### src/lrxa_map.vh
// Register map, field positions, reset values and counts of the line receiver alarm block
`ifndef LRXA_MAP_VH
`define LRXA_MAP_VH

// Word-aligned byte offsets on the Wishbone bus
`define LRXA_OFS_STATUS 8'h00
`define LRXA_OFS_CLEAR 8'h04
`define LRXA_OFS_ENABLE 8'h08
`define LRXA_OFS_STATE 8'h0C
`define LRXA_OFS_CONTROL 8'h10

// Event bits shared by status, clear and enable
`define LRXA_EV_LOCK_SET 0
`define LRXA_EV_SIG_SET 1
`define LRXA_EV_PHASE_HIT 2
`define LRXA_EV_LOCK_OK 3
`define LRXA_EV_WIDTH 4

// Live state register fields
`define LRXA_ST_LOCK_ALARM 0
`define LRXA_ST_SIG_ALARM 1
`define LRXA_ST_FREQ_BAD 2
`define LRXA_ST_REACQ 3
`define LRXA_ST_EQ_BYPASS 4
`define LRXA_ST_THR_LO 5
`define LRXA_ST_THR_HI 6

// Control register fields and reset values
`define LRXA_CTL_DIG_LOS_EN 0
`define LRXA_CTL_RESET 1'b1
`define LRXA_EN_RESET 4'h0

// Alarm timing in recovered clock cycles
`define LRXA_MIN_ALARM_CYCLES 6'h20
`define LRXA_ZERO_RUN_LIMIT 8'hA0
`define LRXA_ONES_NEEDED 6'h08
`define LRXA_ONES_WINDOW 6'h20

// Frequency supervision: window in reference edges, tolerance is 0.5 percent of it
`define LRXA_REF_WINDOW 12'h400
`define LRXA_FREQ_TOL 12'h005

// Reacquisition after a phase hit
`define LRXA_RECOVER_US 2000
`define LRXA_CLK_MHZ 20

`endif

### src/lrxa_freq_cmp.v
// Frequency comparator of recovered clock edges against reference clock edges
`timescale 1ns/1ps
`include "lrxa_map.vh"

module lrxa_freq_cmp (
    input wire clock,
    input wire rstn,
    input wire ref_edge,
    input wire rec_edge,
    output reg freq_bad
);

reg [11:0] ref_cnt_reg;
reg [11:0] rec_cnt_reg;
wire window_end;
wire [11:0] diff;

assign window_end = ref_edge && (ref_cnt_reg == `LRXA_REF_WINDOW - 12'h001);
// Absolute difference between counted edges and the window length
assign diff = (rec_cnt_reg > `LRXA_REF_WINDOW) ? (rec_cnt_reg - `LRXA_REF_WINDOW)
            : (`LRXA_REF_WINDOW - rec_cnt_reg);

// Count both clocks over one reference window; verdict is refreshed once per window
always @(posedge clock)
begin
    if (!rstn)
    begin
        ref_cnt_reg <= 12'h000;
        rec_cnt_reg <= 12'h000;
        freq_bad <= 1'b1;
    end
    else
    begin
        if (window_end)
        begin
            ref_cnt_reg <= 12'h000;
            rec_cnt_reg <= {11'h000, rec_edge};
            freq_bad <= (diff > `LRXA_FREQ_TOL); // RULE_01
        end
        else
        begin
            if (ref_edge)
                ref_cnt_reg <= ref_cnt_reg + 12'h001;
            // Saturate so a runaway clock cannot wrap back into tolerance
            if (rec_edge && rec_cnt_reg != 12'hFFF)
                rec_cnt_reg <= rec_cnt_reg + 12'h001;
        end
    end
end

endmodule // lrxa_freq_cmp

### src/lrxa_top.v
// Alarm, dual-rail output and register logic of the coax line receiver digital side
// What this block does
// RULE_01 - Lock alarm when frequency off beyond 0.5%
// RULE_02 - Lock alarm when data locked 180 degrees off
// RULE_03 - Lock alarm holds until lock, minimum 32
// RULE_04 - Signal alarm is analog OR digital detector
// RULE_05 - Analog-set signal alarm lasts 32 cycles minimum
// RULE_06 - Digital alarm after 160 consecutive zeros
// RULE_07 - Release needs eight ones in 32 bits
// RULE_08 - Recovery continues whatever the signal alarm
// RULE_09 - Threshold select fixed before power-up, never changed
// RULE_10 - Rails change on rising recovered edge
// RULE_11 - Positive, negative, zero map onto two rails
// RULE_12 - Line to rails latency three recovered clocks
// RULE_13 - Test input low releases all digital outputs
// RULE_14 - Error-free output within 2 ms after hit
// RULE_15 - Detectors evaluate one retimed bit per cycle
//
// The implementer's own choices: the Wishbone register port and the address map.
`timescale 1ns/1ps
`include "lrxa_map.vh"

module lrxa_top #(
    parameter RECOVER_CYCLES = `LRXA_RECOVER_US * `LRXA_CLK_MHZ
) (
    input wire clock,
    input wire rstn,
    input wire recovered_clock_in,
    input wire reference_clock_in,
    input wire line_pos_in,
    input wire line_neg_in,
    input wire analog_los_in,
    input wire phase_flip_in,
    input wire equalizer_bypass,
    input wire [1:0] loss_threshold_select,
    input wire test_tristate_n,
    input wire wb_cyc_i,
    input wire wb_stb_i,
    input wire wb_we_i,
    input wire [7:0] wb_adr_i,
    input wire [3:0] wb_sel_i,
    input wire [31:0] wb_dat_i,
    output reg [31:0] wb_dat_o,
    output reg wb_ack_o,
    output wire irq,
    output reg [1:0] threshold_code,
    output reg recovered_clock_out,
    output wire recovered_clock_oe,
    output reg positive_rail_data,
    output wire positive_rail_oe,
    output reg negative_rail_data,
    output wire negative_rail_oe,
    output wire lock_loss_alarm,
    output wire lock_loss_oe,
    output wire signal_loss_alarm,
    output wire signal_loss_oe
);

// Count of ones in the density window
function [5:0] ones32;
    input [31:0] v;
    integer i;
    begin
        ones32 = 6'h00;
        for (i = 0; i < 32; i = i + 1)
            ones32 = ones32 + {5'h00, v[i]};
    end
endfunction

reg [9:0] sync1_reg;
reg [9:0] sync2_reg;
reg rec_d_reg;
reg ref_d_reg;
reg phase_d_reg;
wire rec_edge;
wire ref_edge;
wire phase_hit;
wire freq_bad;
wire oe;
wire [1:0] thr_sync;

// Every line-side pin level passes two flops before use; Wishbone inputs and reset are used directly
always @(posedge clock)
begin
    if (!rstn)
    begin
        sync1_reg <= 10'h000;
        sync2_reg <= 10'h000;
    end
    else
    begin
        sync1_reg <= {loss_threshold_select, equalizer_bypass, test_tristate_n, phase_flip_in,
                      analog_los_in, line_neg_in, line_pos_in, reference_clock_in, recovered_clock_in};
        sync2_reg <= sync1_reg;
    end
end

assign thr_sync = sync2_reg[9:8];
assign oe = sync2_reg[6];

// Edge finders look only at the second synchroniser stage
always @(posedge clock)
begin
    if (!rstn)
    begin
        rec_d_reg <= 1'b0;
        ref_d_reg <= 1'b0;
        phase_d_reg <= 1'b0;
    end
    else
    begin
        rec_d_reg <= sync2_reg[0];
        ref_d_reg <= sync2_reg[1];
        phase_d_reg <= sync2_reg[5];
    end
end

assign rec_edge = sync2_reg[0] && !rec_d_reg;
assign ref_edge = sync2_reg[1] && !ref_d_reg;
assign phase_hit = sync2_reg[5] && !phase_d_reg;

lrxa_freq_cmp u_freq (
    .clock(clock),
    .rstn(rstn),
    .ref_edge(ref_edge),
    .rec_edge(rec_edge),
    .freq_bad(freq_bad)
);

// Threshold strap is caught once the synchroniser holds a real pin value; later pin moves are ignored
// Waiting two edges avoids latching the reset contents of the synchroniser instead of the strap
reg thr_taken_reg;
reg [1:0] thr_settle_reg;
always @(posedge clock)
begin
    if (!rstn)
    begin
        thr_taken_reg <= 1'b0;
        thr_settle_reg <= 2'h0;
        threshold_code <= 2'h0;
    end
    else if (thr_settle_reg != 2'h2)
        thr_settle_reg <= thr_settle_reg + 2'h1;
    else if (!thr_taken_reg)
    begin
        thr_taken_reg <= 1'b1; // RULE_09
        threshold_code <= thr_sync;
    end
end

// Reacquisition timer after a phase hit; rails are squelched so no bad bits leave
reg [15:0] reacq_cnt_reg;
wire reacq;
assign reacq = (reacq_cnt_reg != 16'h0000);
always @(posedge clock)
begin
    if (!rstn)
        reacq_cnt_reg <= 16'h0000;
    else if (phase_hit)
        reacq_cnt_reg <= RECOVER_CYCLES[15:0]; // RULE_14
    else if (reacq)
        reacq_cnt_reg <= reacq_cnt_reg - 16'h0001;
end

// Retiming pipeline, three recovered clocks deep, never gated by the signal alarm
reg [1:0] stage1_reg;
reg [1:0] stage2_reg;
always @(posedge clock)
begin
    if (!rstn)
    begin
        stage1_reg <= 2'h0;
        stage2_reg <= 2'h0;
        positive_rail_data <= 1'b0;
        negative_rail_data <= 1'b0;
        recovered_clock_out <= 1'b0;
    end
    else
    begin
        recovered_clock_out <= sync2_reg[0];
        if (rec_edge) // RULE_08 RULE_10
        begin
            stage1_reg <= sync2_reg[3:2]; // RULE_12
            stage2_reg <= stage1_reg;
            // Both rails high on a line fault is treated as a zero
            positive_rail_data <= stage2_reg[0] && !stage2_reg[1] && !reacq; // RULE_11
            negative_rail_data <= stage2_reg[1] && !stage2_reg[0] && !reacq; // RULE_11
        end
    end
end

// Lock alarm with a minimum width counted in recovered clocks
reg lock_alarm_reg;
reg [5:0] lock_min_reg;
always @(posedge clock)
begin
    if (!rstn)
    begin
        lock_alarm_reg <= 1'b1;
        lock_min_reg <= 6'h00;
    end
    else if (freq_bad || phase_hit) // RULE_01 RULE_02
    begin
        if (!lock_alarm_reg)
            lock_min_reg <= 6'h00;
        lock_alarm_reg <= 1'b1;
    end
    else if (lock_alarm_reg)
    begin
        if (lock_min_reg == `LRXA_MIN_ALARM_CYCLES)
            lock_alarm_reg <= 1'b0; // RULE_03
        else if (rec_edge)
            lock_min_reg <= lock_min_reg + 6'h01; // RULE_03
    end
end

// Analog detector stretched so a short loss is still seen
reg [5:0] ana_hold_reg;
wire ana_los;
assign ana_los = sync2_reg[4] || (ana_hold_reg != 6'h00);
always @(posedge clock)
begin
    if (!rstn)
        ana_hold_reg <= 6'h00;
    else if (sync2_reg[4])
        ana_hold_reg <= `LRXA_MIN_ALARM_CYCLES; // RULE_05
    else if (rec_edge && ana_hold_reg != 6'h00)
        ana_hold_reg <= ana_hold_reg - 6'h01;
end

// Digital ones-density detector, one retimed bit per recovered clock
reg ctl_dig_en_reg;
reg dig_los_reg;
reg [7:0] zero_run_reg;
reg [31:0] window_reg;
reg [5:0] fill_reg;
wire bit_one;
assign bit_one = stage1_reg[0] || stage1_reg[1];
always @(posedge clock)
begin
    if (!rstn || !ctl_dig_en_reg)
    begin
        dig_los_reg <= 1'b0;
        zero_run_reg <= 8'h00;
        window_reg <= 32'h0000_0000;
        fill_reg <= 6'h00;
    end
    else if (rec_edge) // RULE_15
    begin
        window_reg <= {window_reg[30:0], bit_one};
        if (bit_one)
            zero_run_reg <= 8'h00;
        else if (zero_run_reg != 8'hFF)
            zero_run_reg <= zero_run_reg + 8'h01;
        if (!dig_los_reg && !bit_one && zero_run_reg == `LRXA_ZERO_RUN_LIMIT - 8'h01)
        begin
            dig_los_reg <= 1'b1; // RULE_06
            fill_reg <= 6'h00;
        end
        else if (dig_los_reg)
        begin
            if (fill_reg != `LRXA_ONES_WINDOW)
                fill_reg <= fill_reg + 6'h01;
            // A full fresh window keeps the alarm at least 32 cycles wide
            if (fill_reg == `LRXA_ONES_WINDOW && ones32(window_reg) >= `LRXA_ONES_NEEDED)
                dig_los_reg <= 1'b0; // RULE_07
        end
    end
end

wire sig_alarm;
assign sig_alarm = ana_los || dig_los_reg; // RULE_04

// Pins are released while the test input is held low
assign recovered_clock_oe = oe; // RULE_13
assign positive_rail_oe = oe; // RULE_13
assign negative_rail_oe = oe; // RULE_13
assign lock_loss_oe = oe; // RULE_13
assign signal_loss_oe = oe; // RULE_13
assign lock_loss_alarm = lock_alarm_reg;
assign signal_loss_alarm = sig_alarm;

// Event detection for the interrupt status
reg lock_q_reg;
reg sig_q_reg;
reg [3:0] status_reg;
reg [3:0] enable_reg;
wire [3:0] events;
wire wr;
wire [3:0] clr;
always @(posedge clock)
begin
    if (!rstn)
    begin
        lock_q_reg <= 1'b1;
        sig_q_reg <= 1'b0;
    end
    else
    begin
        lock_q_reg <= lock_alarm_reg;
        sig_q_reg <= sig_alarm;
    end
end

assign events = {lock_q_reg && !lock_alarm_reg, phase_hit, sig_alarm && !sig_q_reg,
                 lock_alarm_reg && !lock_q_reg};
assign wr = wb_cyc_i && wb_stb_i && wb_we_i && !wb_ack_o && wb_sel_i[0];
assign clr = (wr && wb_adr_i == `LRXA_OFS_CLEAR) ? wb_dat_i[3:0] : 4'h0;
assign irq = |(status_reg & enable_reg);

// Sticky status: a new event beats a clear in the same cycle
always @(posedge clock)
begin
    if (!rstn)
        status_reg <= 4'h0;
    else
        status_reg <= (status_reg & ~clr) | events;
end

// Wishbone slave, answers one cycle after the strobe; unmapped reads give zero
always @(posedge clock)
begin
    if (!rstn)
    begin
        wb_ack_o <= 1'b0;
        wb_dat_o <= 32'h0000_0000;
        enable_reg <= `LRXA_EN_RESET;
        ctl_dig_en_reg <= `LRXA_CTL_RESET;
    end
    else
    begin
        wb_ack_o <= wb_cyc_i && wb_stb_i && !wb_ack_o;
        if (wr && wb_adr_i == `LRXA_OFS_ENABLE)
            enable_reg <= wb_dat_i[3:0];
        if (wr && wb_adr_i == `LRXA_OFS_CONTROL)
            ctl_dig_en_reg <= wb_dat_i[`LRXA_CTL_DIG_LOS_EN];
        case (wb_adr_i)
            `LRXA_OFS_STATUS: wb_dat_o <= {28'h000_0000, status_reg};
            `LRXA_OFS_ENABLE: wb_dat_o <= {28'h000_0000, enable_reg};
            `LRXA_OFS_STATE: wb_dat_o <= {25'h000_0000, threshold_code, sync2_reg[7], reacq,
                                          freq_bad, sig_alarm, lock_alarm_reg};
            `LRXA_OFS_CONTROL: wb_dat_o <= {31'h0000_0000, ctl_dig_en_reg};
            default: wb_dat_o <= 32'h0000_0000;
        endcase
    end
end

endmodule // lrxa_top

### config.mk
export PLATFORM = sky130hd
export DESIGN_NAME = lrxa_top
export DESIGN_NICKNAME = d
export VERILOG_FILES = /design/src/lrxa_freq_cmp.v /design/src/lrxa_top.v
export VERILOG_INCLUDE_DIRS = /design/src /design/src/src
export SDC_FILE = /design/constraint.sdc
export NUM_CORES = 1
export LEC_CHECK = 0
export ABC_AREA = 1
export BUFFER_PORTS_ARGS = -buffer_cell sky130_fd_sc_hd__buf_2
export CORE_MARGIN = 2
export CORE_UTILIZATION = 45
export CTS_BUF_LIST = sky130_fd_sc_hd__clkbuf_8
export CTS_CLUSTER_DIAMETER = 120
export CTS_CLUSTER_SIZE = 30
export DETAILED_ROUTE_END_ITERATION = 10
export PLACE_DENSITY = 0.76
export SLEW_MARGIN = 20
export SYNTH_ARGS = -nofsm -noshare
export SYNTH_HDL_FRONTEND = slang
export SYNTH_SLANG_ARGS = --single-unit
### constraint.sdc
create_clock -name clock -period 6.9 [get_ports clock]
set_clock_uncertainty 0.1 [all_clocks]
set_input_delay 0.69 -clock clock [delete_from_list [all_inputs] [get_ports clock]]
set_output_delay 0.69 -clock clock [all_outputs]
set_load 0.005 [all_outputs]
# Yosys cells after proc, flatten, opt, wreduce, memory -nomap -nowiden
# Cells that the tools add are included.
[totals]
regBits = 179
[op_classes]
n_addsub = 41
magnitude_cmp = 3
n_eq_ne = 14
n_mux = 24
n_bitwise = 7
n_reduce_logical = 63
[op_table]
columns = ["op", "n"]
rows = [
  ["6-bit by 1-bit adder with 6-bit output", 26],
  ["6-bit two-way mux", 10],
  ["16-bit two-way mux", 2],
  ["7-bit one-hot mux with 4 select lines", 1],
  ["12-bit by 1-bit adder with 12-bit output, second input constant", 2],
  ["1-bit logical AND", 24],
  ["8-bit by 4-bit == test with 1-bit output, second input constant", 2],
  ["8-bit two-way mux", 2],
  ["16-bit nonzero test", 1],
  ["2-bit nonzero test", 8],
  ["16-bit by 1-bit subtractor with 16-bit output, second input constant", 1],
  ["1-bit logical NOT", 14],
  ["6-bit by 1-bit adder with 6-bit output, second input constant", 2],
  ["12-bit by 10-bit == test with 1-bit output, second input constant", 1],
  ["6-bit == test, second input constant", 2],
  ["12-bit by 11-bit greater-than comparator with 1-bit output, second input constant", 1],
  ["12-bit by 3-bit greater-than comparator with 1-bit output, second input constant", 1],
  ["12-bit two-way mux", 1],
  ["12-bit != test, second input constant", 1],
  ["11-bit by 12-bit subtractor with 12-bit output, first input constant", 1],
  ["12-bit by 11-bit subtractor with 12-bit output, second input constant", 1],
  ["8-bit by 1-bit adder with 8-bit output, second input constant", 1],
  ["4-bit bitwise AND", 2],
  ["8-bit by 3-bit == test with 1-bit output, second input constant", 1],
  ["26 further kinds", 44],
]

# Longest topological paths before layout
[logic_depth]
depth_word = 36
mapped_depth = 17
mapped_depth_nobuf = 17

# By module
# A second synthesis with hierarchy kept.
[hier_totals]
hier_cells = 1122
area_unflattened_um2 = 8197.9
[by_module_without_submodules]
columns = ["mod", "instances", "cells_each", "area_each_um2"]
rows = [
  ["lrxa_top", 1, 880, 6580.1],
  ["lrxa_freq_cmp", 1, 242, 1617.8],
]

# Least setup slack after synthesis
# Ideal clock, no wire load.
[synth_timing]
kind = "register to register"
from = "register window_reg[0]"
to = "register dig_los_reg"
setup_ps = 133
arrival_ps = 4212
required_ps = 6667
slack_ps = 2456
path_stages_with_launch = 18
n_path_buf = 0
synth_period_minus_slack_ps = 4444
path_cell_list = "dfxtp_1 -> inv_1 -> fa_1 -> fa_1 -> inv_1 -> fa_1 -> fa_1 -> fa_1 -> inv_1 -> fa_1 -> inv_1 -> ha_1 -> nand2_1 -> inv_1 -> o21ai_0 -> nand2_1 -> o2111ai_1 -> a21oi_1"
[synth_between]
elab_chain_cells = 36
[synth_rtl]
columns = ["element", "line_no", "source"]
rows = [
  ["from (decl)", "lrxa_top.v:235", "reg [31:0] window_reg;"],
  ["from (signal assigned)", "lrxa_top.v:250", "window_reg <= {window_reg[30:0], bit_one};"],
  ["1-bit by 1-bit adder with 2-bit output", "lrxa_top.v:66", "ones32 = ones32 + {5'h00, v[i]};"],
  ["2-bit by 1-bit adder with 3-bit output", "lrxa_top.v:66", ""],
  ["3-bit by 1-bit adder with 4-bit output", "lrxa_top.v:66", ""],
  ["4-bit by 1-bit adder with 5-bit output", "lrxa_top.v:66", ""],
  ["5-bit by 1-bit adder with 6-bit output", "lrxa_top.v:66", ""],
  ["6-bit by 1-bit adder with 6-bit output (26 in series)", "lrxa_top.v:66", ""],
  ["6-bit by 4-bit >= comparator with 1-bit output (no source line)", "--", ""],
  ["1-bit logical AND (no source line)", "--", ""],
  ["1-bit two-way mux", "lrxa_top.v:265", "if (fill_reg == `LRXA_ONES_WINDOW && ones32(window_reg) >= `LRXA_ONES_NEEDED)"],
  ["1-bit two-way mux", "lrxa_top.v:260", "else if (dig_los_reg)"],
  ["1-bit two-way mux", "lrxa_top.v:255", "if (!dig_los_reg && !bit_one && zero_run_reg == `LRXA_ZERO_RUN_LIMIT - 8'h01)"],
  ["to (signal assigned)", "lrxa_top.v:243", "dig_los_reg <= 1'b0;"],
  ["to (signal assigned)", "lrxa_top.v:257", "dig_los_reg <= 1'b1;"],
  ["to (signal assigned)", "lrxa_top.v:266", "dig_los_reg <= 1'b0;"],
  ["to (decl)", "lrxa_top.v:233", "reg dig_los_reg;"],
]
# Every way passes these cells.
# A chain may end at the register's enable or synchronous reset.

# Worst setup path after layout
# Ends and elaborated chain as after synthesis.

==> flow_summary.toml <==
[outcome]
status = "finished, final reports clean"

[synthesis]
synth_edf_count = 0
synth_warnings = 0
netlist_area_um2 = 7809
syn_avg_cell_area_um2 = 7.611
synth_cells = 1026
synthArstFlopShare = 0
yosys.area.top_type_share = 0.3948
synth_area_leader_cell = "dfxtp_1"
yosysUniqueCellTypes = 49
synth-seq-area-share = 0.3948
ys.flop_type = "dfxtp_1"
synth.area.top_cells = "dfxtp_1, inv_1, nand2_1, fa_1, nor2_1"
ys_ff_latch = 154

[critical_path]
r2r_cells = 17
path_cells = "inv_1 > fa_1 > fa_1 > inv_1 > fa_1 > fa_1 > fa_1 > inv_1 > fa_1 > inv_1 > ha_1 > nand2_1 > inv_1 > o21ai_0 > nand2_1 > o2111ai_1 > a21oi_1"
cp_num_cells = 17
worstPathRequired_ns = 7.13
crit_family = "adder cells"
critPathMaxStageDelay_ns = 0.54
worstPathArrival_ns = 4.89
cp-start-kind = "flip-flop"
critPathSlowestCell = "fa_1"
worstPathMaxFanout = 2
crit_top_cell = "fa_1"
endpoint_kind = "flip-flop"
crit_buf_inv = 5
crit_type = "flip-flop to flip-flop"

[worst_hold_path]
hold_path.class = "input port to flip-flop"
hold-path-cell-count = 3

[detailed_routing]
dr.pass1.iters = 5
wl_um = 14890
drc_errors = 0
via_per_inst = 4.779
via_count = 6218
wl_per_cell_um = 11.45
ant_nets = 0
drtIter0Drc = 358

[clock_tree]
insertion_delay_ns = 0.46
cts.sinks = 154
cts_root_buf = "clkbuf_8"
holdBufCountCts = 0
htreeDepth = 4
cts_buffers = 17
clk_pin_slew_worst_paths_ns = 0.08
cts_setup_buffers = 0
ctsResizeCount = 0
cts_buffer_depth = 2
cts_tree = "yes"

[die]
std_cell_rows = 48
die_area_um2 = 18420
die_h_um = 135.7
chipWidth_um = 135.7
start_util = 0.4562
core_area_um2 = 17120
pin_count = 105

[pwr]
netSwitchingFraction = 0.3148
power.density_nw_per_um2 = 260.9
pwr-share-seq = 0.453
p_clk_frac = 0.317
power.switching_uw = 699.0
p_int_uw = 1521
leakagePower_uw = 0.003918
power_frac_comb = 0.230
ir_drop_v = 0.0001746

[cells_and_area]
fillers = 1631
final_common_cell = "inv_1"
final_nets = 1168
insertedDiodeCount = 0
final_cell_mix = "inv_1, nand2_1, dfxtp_1"
syn_to_final_growth_pct = 8.973
layout-drive-gt1-share = 0.1022
final_util = 0.4971
largest_reg_flops = 32

[timing]
rsz0062_at_grt = "false"
min_period_over_period = 0.6753
slew_headroom = 0.4404
period_minus_slack_ns = 4.660
worst_slew_pin_slew_ns = 0.8373
hold_violations = 0
finalSetupViolCount = 0
setup-tns-final_ns = 0
max_freq_ghz = 0.2146
slew_violations = 0

[global_route]
grtUsageMet2 = 0.2941
grt_max_degree = 65
grt_pass1_vias = 5920
globalRouteMet1Util = 0.2166
grt_pass1_wl_um = 26020
antenna_found_initial = 0
grt_use_met3 = 0.04489
grt-ovfl-total = 0
gr-usage-all-layers = 0.1741
grt_busiest_layer = "met2"

[place]
place.port_buffers = 48
dp_hpwl_um = 10660
place.gp.congestion = 0.8790

[run]
maxCapViolations = 0
kinds of logic after synthesis:
group           count (synthesis)  share of synthesized area
simple gates                  397                     0.2365
buf+inv                       239                     0.1312
compound gates                166                     0.1149
flops                         154                     0.3948
fa+ha+maj                      45                    0.09518
xor+xnor                       24                    0.02692
other cells                     1                  0.0004802
path summary, 6_finish.rpt:
check             slack (ns)                  startpoint                        to
setup / recovery        2.24  window_reg[0]$_SDFFE_PP0P_  dig_los_reg$_SDFFE_PP0P_
hold / removal          0.31                 line_pos_in   sync1_reg[2]$_SDFF_PN0_
setup reg to reg        2.24  window_reg[0]$_SDFFE_PP0P_  dig_los_reg$_SDFFE_PP0P_
hold reg to reg         0.31     sync1_reg[4]$_SDFF_PN0_   sync2_reg[4]$_SDFF_PN0_
cell type report:
| cell class | count | area (um2) | share of cell area |
|---|---|---|---|
| Multi-Input combinational cell | 657 | 3791 | 0.4455 |
| Sequential cell | 154 | 3083 | 0.3623 |
| Tap cell | 225 | 281.5 | 0.03308 |
| Timing Repair Buffer | 49 | 247.7 | 0.02911 |
| Inverter | 185 | 694.4 | 0.08161 |
| Clock inverter | 12 | 150.1 | 0.01764 |
| Clock buffer | 19 | 261.5 | 0.03073 |
cell usage after synthesis, types with 5 or more instances:
cell	number
nand4_1	6
xor2_1	15
xnor2_1	9
nand3_1	44
o22ai_1	6
ha_1	21
clkbuf_1	16
fa_1	24
a211oi_1	10
nand3b_1	5
nor3_1	21
buf_4	29
o21ai_0	61
nor3b_1	7
inv_1	180
nor2_1	118
a21oi_1	78
nand2_1	162
dfxtp_1	154
power by group through the flow:
stage / logic [uW] / clock network (uW) / registers, uW
2_1_floorplan: 420 / 0 / 1010
3_3_place_gp: 495 / 0 / 1020
3_5_place_dp: 512 / 0 / 1020
4_1_cts: 515 / 723 / 1000
5_1_grt: 602 / 760 / 1010
6_report: 512 / 703 / 1010
through the flow:
step	worst slack (ns)	hold WS, ns	instance area (um2)	power, uW	cells
2_1_floorplan	2.456	0.2905	7899	1435	1050
3_3_place_gp	2.281	0.2938	8098	1518	1270
3_5_place_dp	2.235	0.2967	8098	1536	1270
4_1_cts	2.215	0.2859	8509	2242	1301
5_1_grt	1.999	0.2980	8509	2376	1301
6_report	2.240	0.3082	8509	2221	1301
worst min-delay path: stages:
cell and delay [ns]:
buf_2 0.07, nand2_1 0.04, inv_1 0.04
metal layers:
layer | part of all wire | up-vias
met5 | 0 | -
met4 | 0.012 | 0
met3 | 0.044 | 15
met2 | 0.47 | 128
met1 | 0.47 | 2827
li1 | - | 3248
No activity file was read; power rests on OpenSTA's default activity.
